File: src/pkg/pbs_pkg.sv
package pbs_pkg;

  // Debounce interval and derived cycle count at 100 MHz
  localparam int unsigned CLK_MHZ = 100;
  localparam int unsigned DEBOUNCE_MS = 24;
  localparam int unsigned DEBOUNCE_CYCLES = DEBOUNCE_MS * 1000 * CLK_MHZ;
  localparam int CNT_W = 32;

  // AXI4-Lite register byte addresses
  localparam logic [7:0] CTRL_ADDR = 8'h00;
  localparam logic [7:0] STATUS_ADDR = 8'h04;

  // Control register fields
  localparam int CTRL_FIXED_FREQ_BIT = 0;
  localparam int CTRL_HOLD_BIT = 1;
  localparam int CTRL_EN1_BIT = 2;
  localparam int CTRL_EN2_BIT = 3;
  localparam int CTRL_EN3_BIT = 4;
  localparam logic [31:0] CTRL_RESET = 32'h0000001C;
  localparam logic [31:0] CTRL_MASK = 32'h0000001F;

  localparam logic [1:0] RESP_OKAY = 2'h0;
  localparam logic [1:0] RESP_SLVERR = 2'h2;

  // Sequencer states
  typedef enum logic [2:0] {
    PBS_STANDBY,
    PBS_RUN1,
    PBS_RUN2,
    PBS_RUN3,
    PBS_RESET_WAIT,
    PBS_ON,
    PBS_DISCHARGE
  } pbs_state_type;

  // Converter controls carried together
  typedef struct packed {
    logic step_down_one_enable;
    logic step_down_two_enable;
    logic buck_boost_enable;
    logic protected_switched_output;
    logic discharge;
  } pbs_rail_type;

  // Converter mode per channel
  typedef struct packed {
    logic fixed_freq;
    logic auto_switch;
    logic skip_only;
  } pbs_mode_type;

endpackage

File: src/verilog/pbs_sequencer.sv
// Functional notes
// - Mode high forces fixed-frequency on all converters
// - Mode low allows pulse-skipping; buck-boost skip-only
// - Mode low lets step-downs auto switch
// - Hold input high keeps the device enabled
// - Button low starts sequence and host reset
// - Open-drain debounced status mirrors the button
// - Reset held until regulation plus timed interval
// - Reset held during fault or when disabled
// - Switched output closes after buck-boost regulation
// - Each converter runs only with its enable
// - Low-dropout rail on whenever supply present
// - Tracking rail on whenever supply present
// - Press valid after low for debounce interval
// - Debounced press drives status low, enables first
// - Second after first good, third after second
// - No hold at release disables and discharges
`timescale 1ns/10ps
`default_nettype none
module pbs_sequencer #(
  parameter int unsigned DEBOUNCE_CYCLES = pbs_pkg::DEBOUNCE_CYCLES
) (
  input wire logic clock_i,
  input wire logic rst_i,
  input wire logic pushbutton_in_i,
  input wire logic supply_present_i,
  input wire logic fault_i,
  input wire logic step_down_one_good_i,
  input wire logic step_down_two_good_i,
  input wire logic buck_boost_good_i,
  input wire logic reset_threshold_reached_i,
  output logic button_status_out_o,
  output logic button_status_out_oe_o,
  output logic host_reset_n_o,
  output logic reset_timing_capacitor_charge_o,
  output pbs_pkg::pbs_rail_type rails_o,
  output pbs_pkg::pbs_mode_type mode_one_o,
  output pbs_pkg::pbs_mode_type mode_two_o,
  output pbs_pkg::pbs_mode_type mode_three_o,
  output logic ldo_enable_o,
  output logic max_rail_enable_o,
  input wire logic [7:0] s_axi_awaddr,
  input wire logic s_axi_awvalid,
  output logic s_axi_awready,
  input wire logic [31:0] s_axi_wdata,
  input wire logic [3:0] s_axi_wstrb,
  input wire logic s_axi_wvalid,
  output logic s_axi_wready,
  output logic [1:0] s_axi_bresp,
  output logic s_axi_bvalid,
  input wire logic s_axi_bready,
  input wire logic [7:0] s_axi_araddr,
  input wire logic s_axi_arvalid,
  output logic s_axi_arready,
  output logic [31:0] s_axi_rdata,
  output logic [1:0] s_axi_rresp,
  output logic s_axi_rvalid,
  input wire logic s_axi_rready
);

  logic [31:0] ctrl;
  logic aw_held;
  logic w_held;
  logic [7:0] aw_addr;
  logic [31:0] w_data;
  logic [3:0] w_strb;
  logic [pbs_pkg::CNT_W-1:0] db_count;
  logic pressed;
  logic pressed_q;
  pbs_pkg::pbs_state_type state;
  pbs_pkg::pbs_state_type next_state;
  logic enabled;
  logic fixed_freq;
  logic hold;
  logic en1;
  logic en2;
  logic en3;
  logic [31:0] status_word;

  assign fixed_freq = ctrl[pbs_pkg::CTRL_FIXED_FREQ_BIT];
  assign hold = ctrl[pbs_pkg::CTRL_HOLD_BIT];
  assign en1 = ctrl[pbs_pkg::CTRL_EN1_BIT];
  assign en2 = ctrl[pbs_pkg::CTRL_EN2_BIT];
  assign en3 = ctrl[pbs_pkg::CTRL_EN3_BIT];

  // Write channel: address and data taken in either order
  assign s_axi_awready = !aw_held && !s_axi_bvalid;
  assign s_axi_wready = !w_held && !s_axi_bvalid;
  always_ff @(posedge clock_i)
  begin
    if (rst_i)
    begin
      aw_held <= 1'b0;
      w_held <= 1'b0;
      aw_addr <= 8'h00;
      w_data <= 32'h00000000;
      w_strb <= 4'h0;
      s_axi_bvalid <= 1'b0;
      s_axi_bresp <= pbs_pkg::RESP_OKAY;
    end
    else
    begin
      if (s_axi_awvalid && s_axi_awready)
      begin
        aw_held <= 1'b1;
        aw_addr <= s_axi_awaddr;
      end
      if (s_axi_wvalid && s_axi_wready)
      begin
        w_held <= 1'b1;
        w_data <= s_axi_wdata;
        w_strb <= s_axi_wstrb;
      end
      if (aw_held && w_held)
      begin
        aw_held <= 1'b0;
        w_held <= 1'b0;
        s_axi_bvalid <= 1'b1;
        s_axi_bresp <= (aw_addr == pbs_pkg::CTRL_ADDR || aw_addr == pbs_pkg::STATUS_ADDR)
          ? pbs_pkg::RESP_OKAY : pbs_pkg::RESP_SLVERR;
      end
      else if (s_axi_bvalid && s_axi_bready)
      begin
        s_axi_bvalid <= 1'b0;
      end
    end
  end

  // Control register; only the low byte holds fields
  always_ff @(posedge clock_i)
  begin
    if (rst_i)
    begin
      ctrl <= pbs_pkg::CTRL_RESET;
    end
    else if (aw_held && w_held && aw_addr == pbs_pkg::CTRL_ADDR && w_strb[0])
    begin
      ctrl <= w_data & pbs_pkg::CTRL_MASK;
    end
  end

  // Read channel, one read outstanding
  assign s_axi_arready = !s_axi_rvalid;
  assign status_word = {20'h00000, 1'b0, state, pressed, host_reset_n_o,
    rails_o.discharge, rails_o.protected_switched_output, rails_o.buck_boost_enable,
    rails_o.step_down_two_enable, rails_o.step_down_one_enable, enabled};
  always_ff @(posedge clock_i)
  begin
    if (rst_i)
    begin
      s_axi_rvalid <= 1'b0;
      s_axi_rdata <= 32'h00000000;
      s_axi_rresp <= pbs_pkg::RESP_OKAY;
    end
    else if (s_axi_arvalid && s_axi_arready)
    begin
      s_axi_rvalid <= 1'b1;
      s_axi_rresp <= pbs_pkg::RESP_OKAY;
      if (s_axi_araddr == pbs_pkg::CTRL_ADDR)
      begin
        s_axi_rdata <= ctrl;
      end
      else if (s_axi_araddr == pbs_pkg::STATUS_ADDR)
      begin
        s_axi_rdata <= status_word;
      end
      else
      begin
        s_axi_rdata <= 32'h00000000;
        s_axi_rresp <= pbs_pkg::RESP_SLVERR;
      end
    end
    else if (s_axi_rvalid && s_axi_rready)
    begin
      s_axi_rvalid <= 1'b0;
    end
  end

  // Debounce: press and release both need a full quiet interval
  always_ff @(posedge clock_i)
  begin
    if (rst_i)
    begin
      db_count <= '0;
      pressed <= 1'b0;
    end
    else if ((!pushbutton_in_i) == pressed)
    begin
      db_count <= '0;
    end
    else if (db_count >= DEBOUNCE_CYCLES - 1)
    begin
      db_count <= '0;
      pressed <= !pushbutton_in_i;
    end
    else
    begin
      db_count <= db_count + 1'b1;
    end
  end

  always_ff @(posedge clock_i)
  begin
    if (rst_i)
    begin
      pressed_q <= 1'b0;
    end
    else
    begin
      pressed_q <= pressed;
    end
  end

  // Status pin pulls low while the debounced press stands
  assign button_status_out_o = 1'b0;
  assign button_status_out_oe_o = pressed;

  // Sequencer; good inputs come in already synchronised
  always_comb
  begin
    next_state = state;
    case (state)
      pbs_pkg::PBS_STANDBY:
        if (pressed || hold) next_state = pbs_pkg::PBS_RUN1;
      pbs_pkg::PBS_RUN1:
        if (!en1 || step_down_one_good_i) next_state = pbs_pkg::PBS_RUN2;
      pbs_pkg::PBS_RUN2:
        if (!en2 || step_down_two_good_i) next_state = pbs_pkg::PBS_RUN3;
      pbs_pkg::PBS_RUN3:
        if (!en3 || buck_boost_good_i) next_state = pbs_pkg::PBS_RESET_WAIT;
      pbs_pkg::PBS_RESET_WAIT:
        if (reset_threshold_reached_i) next_state = pbs_pkg::PBS_ON;
      pbs_pkg::PBS_ON:
        next_state = pbs_pkg::PBS_ON;
      pbs_pkg::PBS_DISCHARGE:
        if (!pressed && !hold) next_state = pbs_pkg::PBS_STANDBY;
      default:
        next_state = pbs_pkg::PBS_STANDBY;
    endcase
    // Release without hold, or hold dropped with no press, shuts down
    if (state != pbs_pkg::PBS_STANDBY && state != pbs_pkg::PBS_DISCHARGE)
    begin
      if ((pressed_q && !pressed && !hold) || (!pressed && !hold))
      begin
        next_state = pbs_pkg::PBS_DISCHARGE;
      end
    end
    if (!supply_present_i)
    begin
      next_state = pbs_pkg::PBS_STANDBY;
    end
  end

  always_ff @(posedge clock_i)
  begin
    if (rst_i)
    begin
      state <= pbs_pkg::PBS_STANDBY;
    end
    else
    begin
      state <= next_state;
    end
  end

  assign enabled = state != pbs_pkg::PBS_STANDBY && state != pbs_pkg::PBS_DISCHARGE;

  // Rail enables registered; each gated by its own enable bit
  always_ff @(posedge clock_i)
  begin
    if (rst_i)
    begin
      rails_o <= '0;
      host_reset_n_o <= 1'b0;
      reset_timing_capacitor_charge_o <= 1'b0;
    end
    else
    begin
      rails_o.step_down_one_enable <= en1 && next_state inside {pbs_pkg::PBS_RUN1,
        pbs_pkg::PBS_RUN2, pbs_pkg::PBS_RUN3, pbs_pkg::PBS_RESET_WAIT,
        pbs_pkg::PBS_ON};
      rails_o.step_down_two_enable <= en2 && next_state inside {pbs_pkg::PBS_RUN2,
        pbs_pkg::PBS_RUN3, pbs_pkg::PBS_RESET_WAIT, pbs_pkg::PBS_ON};
      rails_o.buck_boost_enable <= en3 && next_state inside {pbs_pkg::PBS_RUN3,
        pbs_pkg::PBS_RESET_WAIT, pbs_pkg::PBS_ON};
      rails_o.protected_switched_output <= en3 && buck_boost_good_i
        && next_state inside {pbs_pkg::PBS_RESET_WAIT, pbs_pkg::PBS_ON};
      rails_o.discharge <= next_state == pbs_pkg::PBS_DISCHARGE;
      reset_timing_capacitor_charge_o <= next_state inside {pbs_pkg::PBS_RESET_WAIT,
        pbs_pkg::PBS_ON};
      host_reset_n_o <= next_state == pbs_pkg::PBS_ON && !fault_i;
    end
  end

  // Mode select: fixed frequency wins; buck-boost otherwise skip only
  always_comb
  begin
    mode_one_o = '{fixed_freq: fixed_freq, auto_switch: !fixed_freq, skip_only: 1'b0};
    mode_two_o = '{fixed_freq: fixed_freq, auto_switch: !fixed_freq, skip_only: 1'b0};
    mode_three_o = '{fixed_freq: fixed_freq, auto_switch: 1'b0, skip_only: !fixed_freq};
  end

  // Always-alive rails ignore every enable and the button
  assign ldo_enable_o = supply_present_i;
  assign max_rail_enable_o = supply_present_i;

  a_reset_when_off: assert property (@(posedge clock_i) disable iff (rst_i)
    !enabled |=> !host_reset_n_o) else $error("host reset released while off");
  a_hso_after_good: assert property (@(posedge clock_i) disable iff (rst_i)
    $rose(rails_o.protected_switched_output) |-> $past(buck_boost_good_i))
    else $error("switched output closed before regulation");
  a_bb_skip_mode: assert property (@(posedge clock_i) disable iff (rst_i)
    !fixed_freq |-> mode_three_o.skip_only && !mode_three_o.fixed_freq)
    else $error("buck-boost not skip-only");
  a_en_gating: assert property (@(posedge clock_i) disable iff (rst_i)
    !en2 |=> !rails_o.step_down_two_enable) else $error("disabled converter ran");
  a_release_no_hold: assert property (@(posedge clock_i) disable iff (rst_i)
    enabled && pressed_q && !pressed && !hold && supply_present_i |=> rails_o.discharge)
    else $error("release without hold not shut down");
  a_status_mirror: assert property (@(posedge clock_i) disable iff (rst_i)
    $changed(button_status_out_oe_o) |-> button_status_out_oe_o == !$past(pushbutton_in_i))
    else $error("status does not mirror press");
  a_ldo_on: assert property (@(posedge clock_i) disable iff (rst_i)
    supply_present_i |-> ldo_enable_o && max_rail_enable_o) else $error("always-alive rail off");
  a_first_rail: assert property (@(posedge clock_i) disable iff (rst_i)
    state == pbs_pkg::PBS_STANDBY && pressed && en1 && supply_present_i
    |=> rails_o.step_down_one_enable) else $error("first converter not enabled");
  a_reset_timed: assert property (@(posedge clock_i) disable iff (rst_i)
    $rose(host_reset_n_o) |-> $past(reset_threshold_reached_i) || $past(state) == pbs_pkg::PBS_ON)
    else $error("reset released early");

  c_power_up: cover property (@(posedge clock_i) $rose(host_reset_n_o));
  c_discharge: cover property (@(posedge clock_i) $rose(rails_o.discharge));
  c_skip_two: cover property (@(posedge clock_i) state == pbs_pkg::PBS_RUN2 && !en2);

endmodule
`default_nettype wire

File: config.mk
export PLATFORM = sky130hd
export DESIGN_NAME = pbs_sequencer
export DESIGN_NICKNAME = d
export VERILOG_FILES = /design/src/pkg/pbs_pkg.sv /design/src/verilog/pbs_sequencer.sv
export SDC_FILE = /design/constraint.sdc
export NUM_CORES = 1
export LEC_CHECK = 0
export ABC_AREA = 0
export BUFFER_PORTS_ARGS = -buffer_cell sky130_fd_sc_hd__buf_2
export CAP_MARGIN = 20
export CORE_ASPECT_RATIO = 0.9
export CORE_MARGIN = 3
export CORE_UTILIZATION = 49
export DETAILED_ROUTE_END_ITERATION = 6
export HOLD_SLACK_MARGIN = 0.15
export PLACE_DENSITY = 0.8
export SLEW_MARGIN = 25
export SYNTH_ARGS = -nofsm -noshare
export SYNTH_HDL_FRONTEND = slang
export SYNTH_SLANG_ARGS = --single-unit
File: constraint.sdc
create_clock -name clock_i -period 2 [get_ports clock_i]
set_input_delay 0.1 -clock clock_i [delete_from_list [all_inputs] [get_ports clock_i]]
set_output_delay 0.1 -clock clock_i [all_outputs]
set_load 0.1 [all_outputs]
==> impl_metrics.ini, run 1 <==
[finish]
final_common_cell = dfxtp_1
post-route-util_pct = 62.76
syn2layout_area_growth_pct = 23.35
layout_common_cells = dfxtp_1 (76), buf_2 (69), nor2_1 (58)
layout.nets = 539
n_fill_cell = 557
drive_gt1_share_pct = 22.43
diodes = 0

[routing]
ant_nets = 0
avgViaCountPerCell = 4.924
wirelength_um = 7340
first_pass_iters = 4
drt_iter0_drc = 118
wl_per_cell_um = 12.95
drcViolationCount = 0
vias = 2792

[yosys]
syn_area_mm2 = 0.003387
seq_area_frac_synth_pct = 46.69
ys_seq_elements = 79
async_flop_share_pct = 0
netlist_instances = 378
yosysUniqueCellTypes = 50
synth_ff_type = dfxtp_1
synth_edf_count = 0
synth.avg_cell_area_um2 = 8.960
yosys_warnings = 0

[critical_path]
r2r_end = host_reset_n_o
critPathArrivalTime_ns = 2.12
r2r_cells = 4
crit_chain = nor4b_1, o311ai_4, and3b_1, nor3b_1
cpMaxStageDelayCell = nor4b_1
worstSetupPathType = flip-flop to flip-flop
endpoint_kind = flip-flop
r2r_slack_ns = 0.09
crit_path_max_incr_delay_ns = 0.58
timing.rr.start = state[0]
start_kind = flip-flop
path_delay_family = simple AND/OR/NAND/NOR gates
cp.required_ns = 2.20
cp_max_fo = 11
critPathBufInv = 0

[global_routing]
busiest_layer = met2
grt_use_met1_pct = 24.56
grtUsageMet2_pct = 30.78
gr-usage-met3_pct = 6.826
antenna_found_initial = 0
grt_max_degree = 43
grt_pass1_wl_um = 12240
grt_overflow = 0
track_usage_pct = 19.40
grt_pass1_vias = 2689

[pwr]
power.density_mw_per_mm2 = 845.4
power_w = 0.003532
ir_worst_vdd_v = 0.0004576
p_leak_nw = 1.777

[min_path]
hold_path_class = primary input to flip-flop
hold_end = state[1]
whs_path_depth = 3
hold_path_startpoint = supply_present_i

[clocking]
htree_levels = 3
ctsLongestPathBuffers = 2
worstSkewPairLatency_ns = 0.35
cts_root_buffer = clkbuf_8
cts_tree = done
clkTransAtPathRegs_ns = 0.07
cts_buffers = 9
cts_sinks = 79

[floorplanning]
dieArea_mm2 = 0.007947
die_w_um = 93.64
core_mm2 = 0.006656
pin_count = 127
dieHeight_um = 84.88
fp-row-count = 28
start_util_pct = 50.88

[timing]
max-slew-margin-rel_pct = 57.39
timing.hold.ws_ns = 0.1624
finalClockSkew_ns = 0.008632
tightest_slew_ns = 0.6303
finalMaxSlewViolations = 0
setup_violations = 0
period_needed_ns = 1.915
fin_crit_sh_pct = 95.73
hold_violations = 0
max_freq_mhz = 522.3

[run]
maxCapViolations = 0

[run_status]
status = finished clean

[place]
port_buffers = 69
place.gp.congestion = 0.8997
hpwl_um = 4847
## logic make-up (layout without fill, tap and decap cells)
family                     after synthesis  in the layout  synth area share, %
xor gates and xnor gates                22             22                5.689
adders and majority gates                1              1               0.3694
AOI/OAI and AO/OA                       57             57                11.75
other                                    1             37               0.1107
and+or+nand+nor                        147            147                20.98
DFF                                     79             79                46.69
buffers and inverters                   59            122                10.71
muxes                                   12             12                3.694
## state kept, by name (all words and copies together), names as in the netlist, 3 cells and up
| register | flops |
|---|---|
| db_count | 32 |
| w_data | 5 |
| s_axi_rdata | 11 |
| state | 3 |
| ctrl | 5 |
| rails_o | 5 |
| aw_addr | 8 |
## cell type report
cell class	instances	area (um^2)	share of cell area, %
Multi-Input combinational cell	276	1608	38.48
Sequential cell	79	1588	38.01
Timing Repair Buffer	98	615.6	14.73
Clock buffer	14	182.7	4.373
Tap cell	90	112.6	2.695
Clock inverter	2	37.54	0.8985
Inverter	8	33.78	0.8086
## Yosys cell counts, types with 3 or more instances
library cell,count,area (um^2)
dfxtp_1,79,1582
nor2_1,60,225.2
buf_4,34,255.2
nand2_1,31,116.4
a21oi_1,21,105.1
xor2_1,12,105.1
clkbuf_1,11,41.29
xnor2_1,10,87.58
nand3_1,9,45.04
inv_1,8,30.03
mux2i_1,8,80.08
and4_1,7,61.31
nand2b_1,7,43.79
a32oi_1,6,52.55
a22oi_1,5,37.54
and3_1,5,31.28
nor3_1,5,25.02
nor4_1,5,31.28
a211o_1,4,35.03
buf_2,4,20.02
mux2_2,4,45.04
o21ai_0,4,20.02
and2_1,3,18.77
nand4_1,3,18.77
nor2b_1,3,18.77
## metal layers
layer,wire (um),share of wire (%)
met4,102,1.4
met2,3560,49
met1,3236,44
met5,0,0
met3,441,6.0
## power by group
part           switching, W  internal (W)  total, W
clock network      0.000544      0.000714   0.00126
logic              0.000482      0.000132  0.000614
registers         0.0000401       0.00162   0.00166
total               0.00107       0.00247   0.00353
## worst max-delay path by stage
stage,depth (start not counted),from,endpoint
2_1_floorplan,5,s_axi_bvalid,w_data[0]
3_3_place_gp,5,state[2],host_reset_n_o
3_5_place_dp,5,state[0],host_reset_n_o
4_1_cts,5,state[0],host_reset_n_o
5_1_grt,4,state[0],host_reset_n_o
6_report,4,state[0],host_reset_n_o
## stage by stage
stage	TNS (ns)	cells	area, um^2	setup slack (ns)
global placement	0	530	3732	0.1876
detailed placement	0	530	3732	0.1434
floorplan	0	414	3547	0.01505
CTS	0	567	4163	0.1194
finish	0	567	4178	0.08538
global route	-0.005641	567	4178	-0.005641
## worst reg2reg max path, cell delays in order (launching register included)
cell	delay [ns]
dfxtp_1	0.54
nor4b_1	0.58
o311ai_4	0.24
and3b_1	0.26
nor3b_1	0.16
## timing repair
item | in CTS | in global routing
gates resized for setup | 0 | 3
hold endpoints to repair | 20 | 0
setup endpoints to repair | 0 | 23
hold buffers | 21 | 0
buffers inserted | 0 | 0
No activity file was read; power rests on OpenSTA's default activity.
==> inputs of run 2 (changes only) <==
--- a/config.mk
+++ b/config.mk
@@ -8,12 +8,13 @@
 export ABC_AREA = 0
 export BUFFER_PORTS_ARGS = -buffer_cell sky130_fd_sc_hd__buf_2
 export CAP_MARGIN = 20
+export CELL_PAD_IN_SITES_DETAIL_PLACEMENT = 1
+export CELL_PAD_IN_SITES_GLOBAL_PLACEMENT = 1
 export CORE_ASPECT_RATIO = 0.9
-export CORE_MARGIN = 3
-export CORE_UTILIZATION = 49
+export CORE_UTILIZATION = 35
 export DETAILED_ROUTE_END_ITERATION = 6
 export HOLD_SLACK_MARGIN = 0.15
-export PLACE_DENSITY = 0.8
+export PLACE_DENSITY_LB_ADDON = 0.1
 export SLEW_MARGIN = 25
 export SYNTH_ARGS = -nofsm -noshare
 export SYNTH_HDL_FRONTEND = slang
==> run 2 against run 1 <==
Compared with the run above:
- sequential power about the same
- first-iteration DRC count decreased by 58%
- sequential share of layout area decreased by 0.25 points
- critical path type unchanged
==> impl_metrics.ini, run 2 (synthesis results as in run 1) <==
[global_routing]
grt_max_degree = 25
antenna_found_initial = 0
grt_overflow = 0
grt_pass1_wl_um = 12880
grt_pass1_vias = 2710
track_usage_pct = 16.45

[critical_path]
r2r_slack_ns = 0.18
crit_chain = nor4b_1, o311ai_2, buf_4, xor2_1, and3_1
timing.rr.start = state[0]
cp.required_ns = 2.26
r2r_cells = 5
worstSetupPathType = flip-flop to flip-flop
start_kind = flip-flop
cpMaxStageDelayCell = dfxtp_1
crit_path_max_incr_delay_ns = 0.52
endpoint_kind = flip-flop
cp_max_fo = 11
critPathBufInv = 1
critPathArrivalTime_ns = 2.08
r2r_end = rails_o[3]
path_delay_family = simple AND/OR/NAND/NOR gates

[finish]
drive_gt1_share_pct = 23.03
final_common_cell = dfxtp_1
reg_top3 = db_count (32), s_axi_rdata (11), aw_addr (8)
layout.nets = 544
diodes = 0
fin_area_mm2 = 0.004205
n_fill_cell = 1106
post-route-util_pct = 45.47
syn2layout_area_growth_pct = 24.16
layout_common_cells = dfxtp_1 (76), buf_2 (69), nor2_1 (58)
largest_reg_flops = 32
top_register = db_count

[place]
placed_cell_area_mm2 = 0.003802
post-place-ws_ns = 0.2118
place.gp.congestion = 0.7918
port_buffers = 69
hpwl_um = 5593

[clocking]
htree_levels = 3
ctsLongestPathBuffers = 2
cts_root_buffer = clkbuf_8
clkTransAtPathRegs_ns = 0.08
cts_sinks = 79
post-cts-setup-buffers = 0
cts_buffers = 9
worstSkewPairLatency_ns = 0.36
cts_tree = done

[floorplanning]
core_mm2 = 0.009249
dieHeight_um = 95.33
start_util_pct = 36.62
pin_count = 127
dieArea_mm2 = 0.01008
fp-row-count = 33
die_w_um = 105.7

[run]
maxCapViolations = 0

[min_path]
hold_path_class = primary input to flip-flop
hold_path_startpoint = supply_present_i
whs_path_depth = 4
hold_end = rails_o[2]

[timing]
finalClockSkew_ns = 0.006839
max_freq_mhz = 549.0
period_needed_ns = 1.822
max-slew-margin-rel_pct = 64.16
tightest_slew_ns = 0.5319
finalMaxSlewViolations = 0
fin_crit_sh_pct = 91.08
hold_violations = 0
setup_violations = 0
rsz0062_at_grt = no
fin_ws_ns = 0.1785
final.setup.tns_ns = 0

[routing]
vias = 2804
first_pass_iters = 4
avgViaCountPerCell = 4.642
wirelength_um = 7932
drt_iter0_drc = 49
ant_nets = 0
drcViolationCount = 0
wl_per_cell_um = 13.13

[pwr]
power.density_mw_per_mm2 = 804.0
ir_worst_vdd_v = 0.0003870
p_leak_nw = 1.782

[run_status]
status = finished clean
## run 2: final cells by class
type	count	area [um^2]	share of cell area, %
Multi-Input combinational cell	276	1594	37.91
Inverter	8	33.78	0.8033
Clock inverter	6	43.79	1.041
Clock buffer	10	137.6	3.273
Tap cell	122	152.6	3.630
Timing Repair Buffer	103	655.6	15.59
Sequential cell	79	1588	37.76
## run 2: worst max-delay path by stage
stage,cells past startpoint,slack [ns],to,from
3_3_place_gp,5,0.25,host_reset_n_o,state[2]
2_1_floorplan,5,0.02,w_data[0],s_axi_bvalid
4_1_cts,4,0.20,ctrl[3],aw_addr[0]
6_report,5,0.18,rails_o[3],state[0]
3_5_place_dp,4,0.21,ctrl[3],aw_addr[0]
5_1_grt,5,0.02,host_reset_n_o,state[0]
## run 2: repair_timing
item,in CTS,in global routing
hold buffers,22,0
endpoints found under the hold margin,32,0
resized for setup,0,1
setup endpoints to repair,0,1
## run 2: routing by layer
metal  vias up  share of wire (%)  track usage [%]
li1       1416                  -                -
met1      1308                 47            20.28
met2        69                 47            27.07
met5         -                  0                0
met3        11                4.2            5.605
met4         0                1.4            5.440
## run 2: power by group
group / switching (W) / total (W) / internal, W
Clock: 0.000614 / 0.00111 / 0.000491
Sequential: 0.0000384 / 0.00166 / 0.00162
Combinational: 0.000481 / 0.000618 / 0.000137
Total: 0.00113 / 0.00338 / 0.00225
## run 2: per-stage QoR
stage          total power (W)  cells  hold slack (ns)
6_report              0.003381    604           0.1970
5_1_grt               0.003555    604           0.2132
4_1_cts               0.003430    604           0.1840
3_5_place_dp          0.002278    566           0.2851
3_3_place_gp          0.002271    566           0.2830
2_1_floorplan         0.002222    414           0.1758
## run 2: tightest hold or removal path, cell delays in order
cell      delay, ns
buf_2          0.14
o211a_1        0.13
o221ai_1       0.07
a21oi_1        0.08
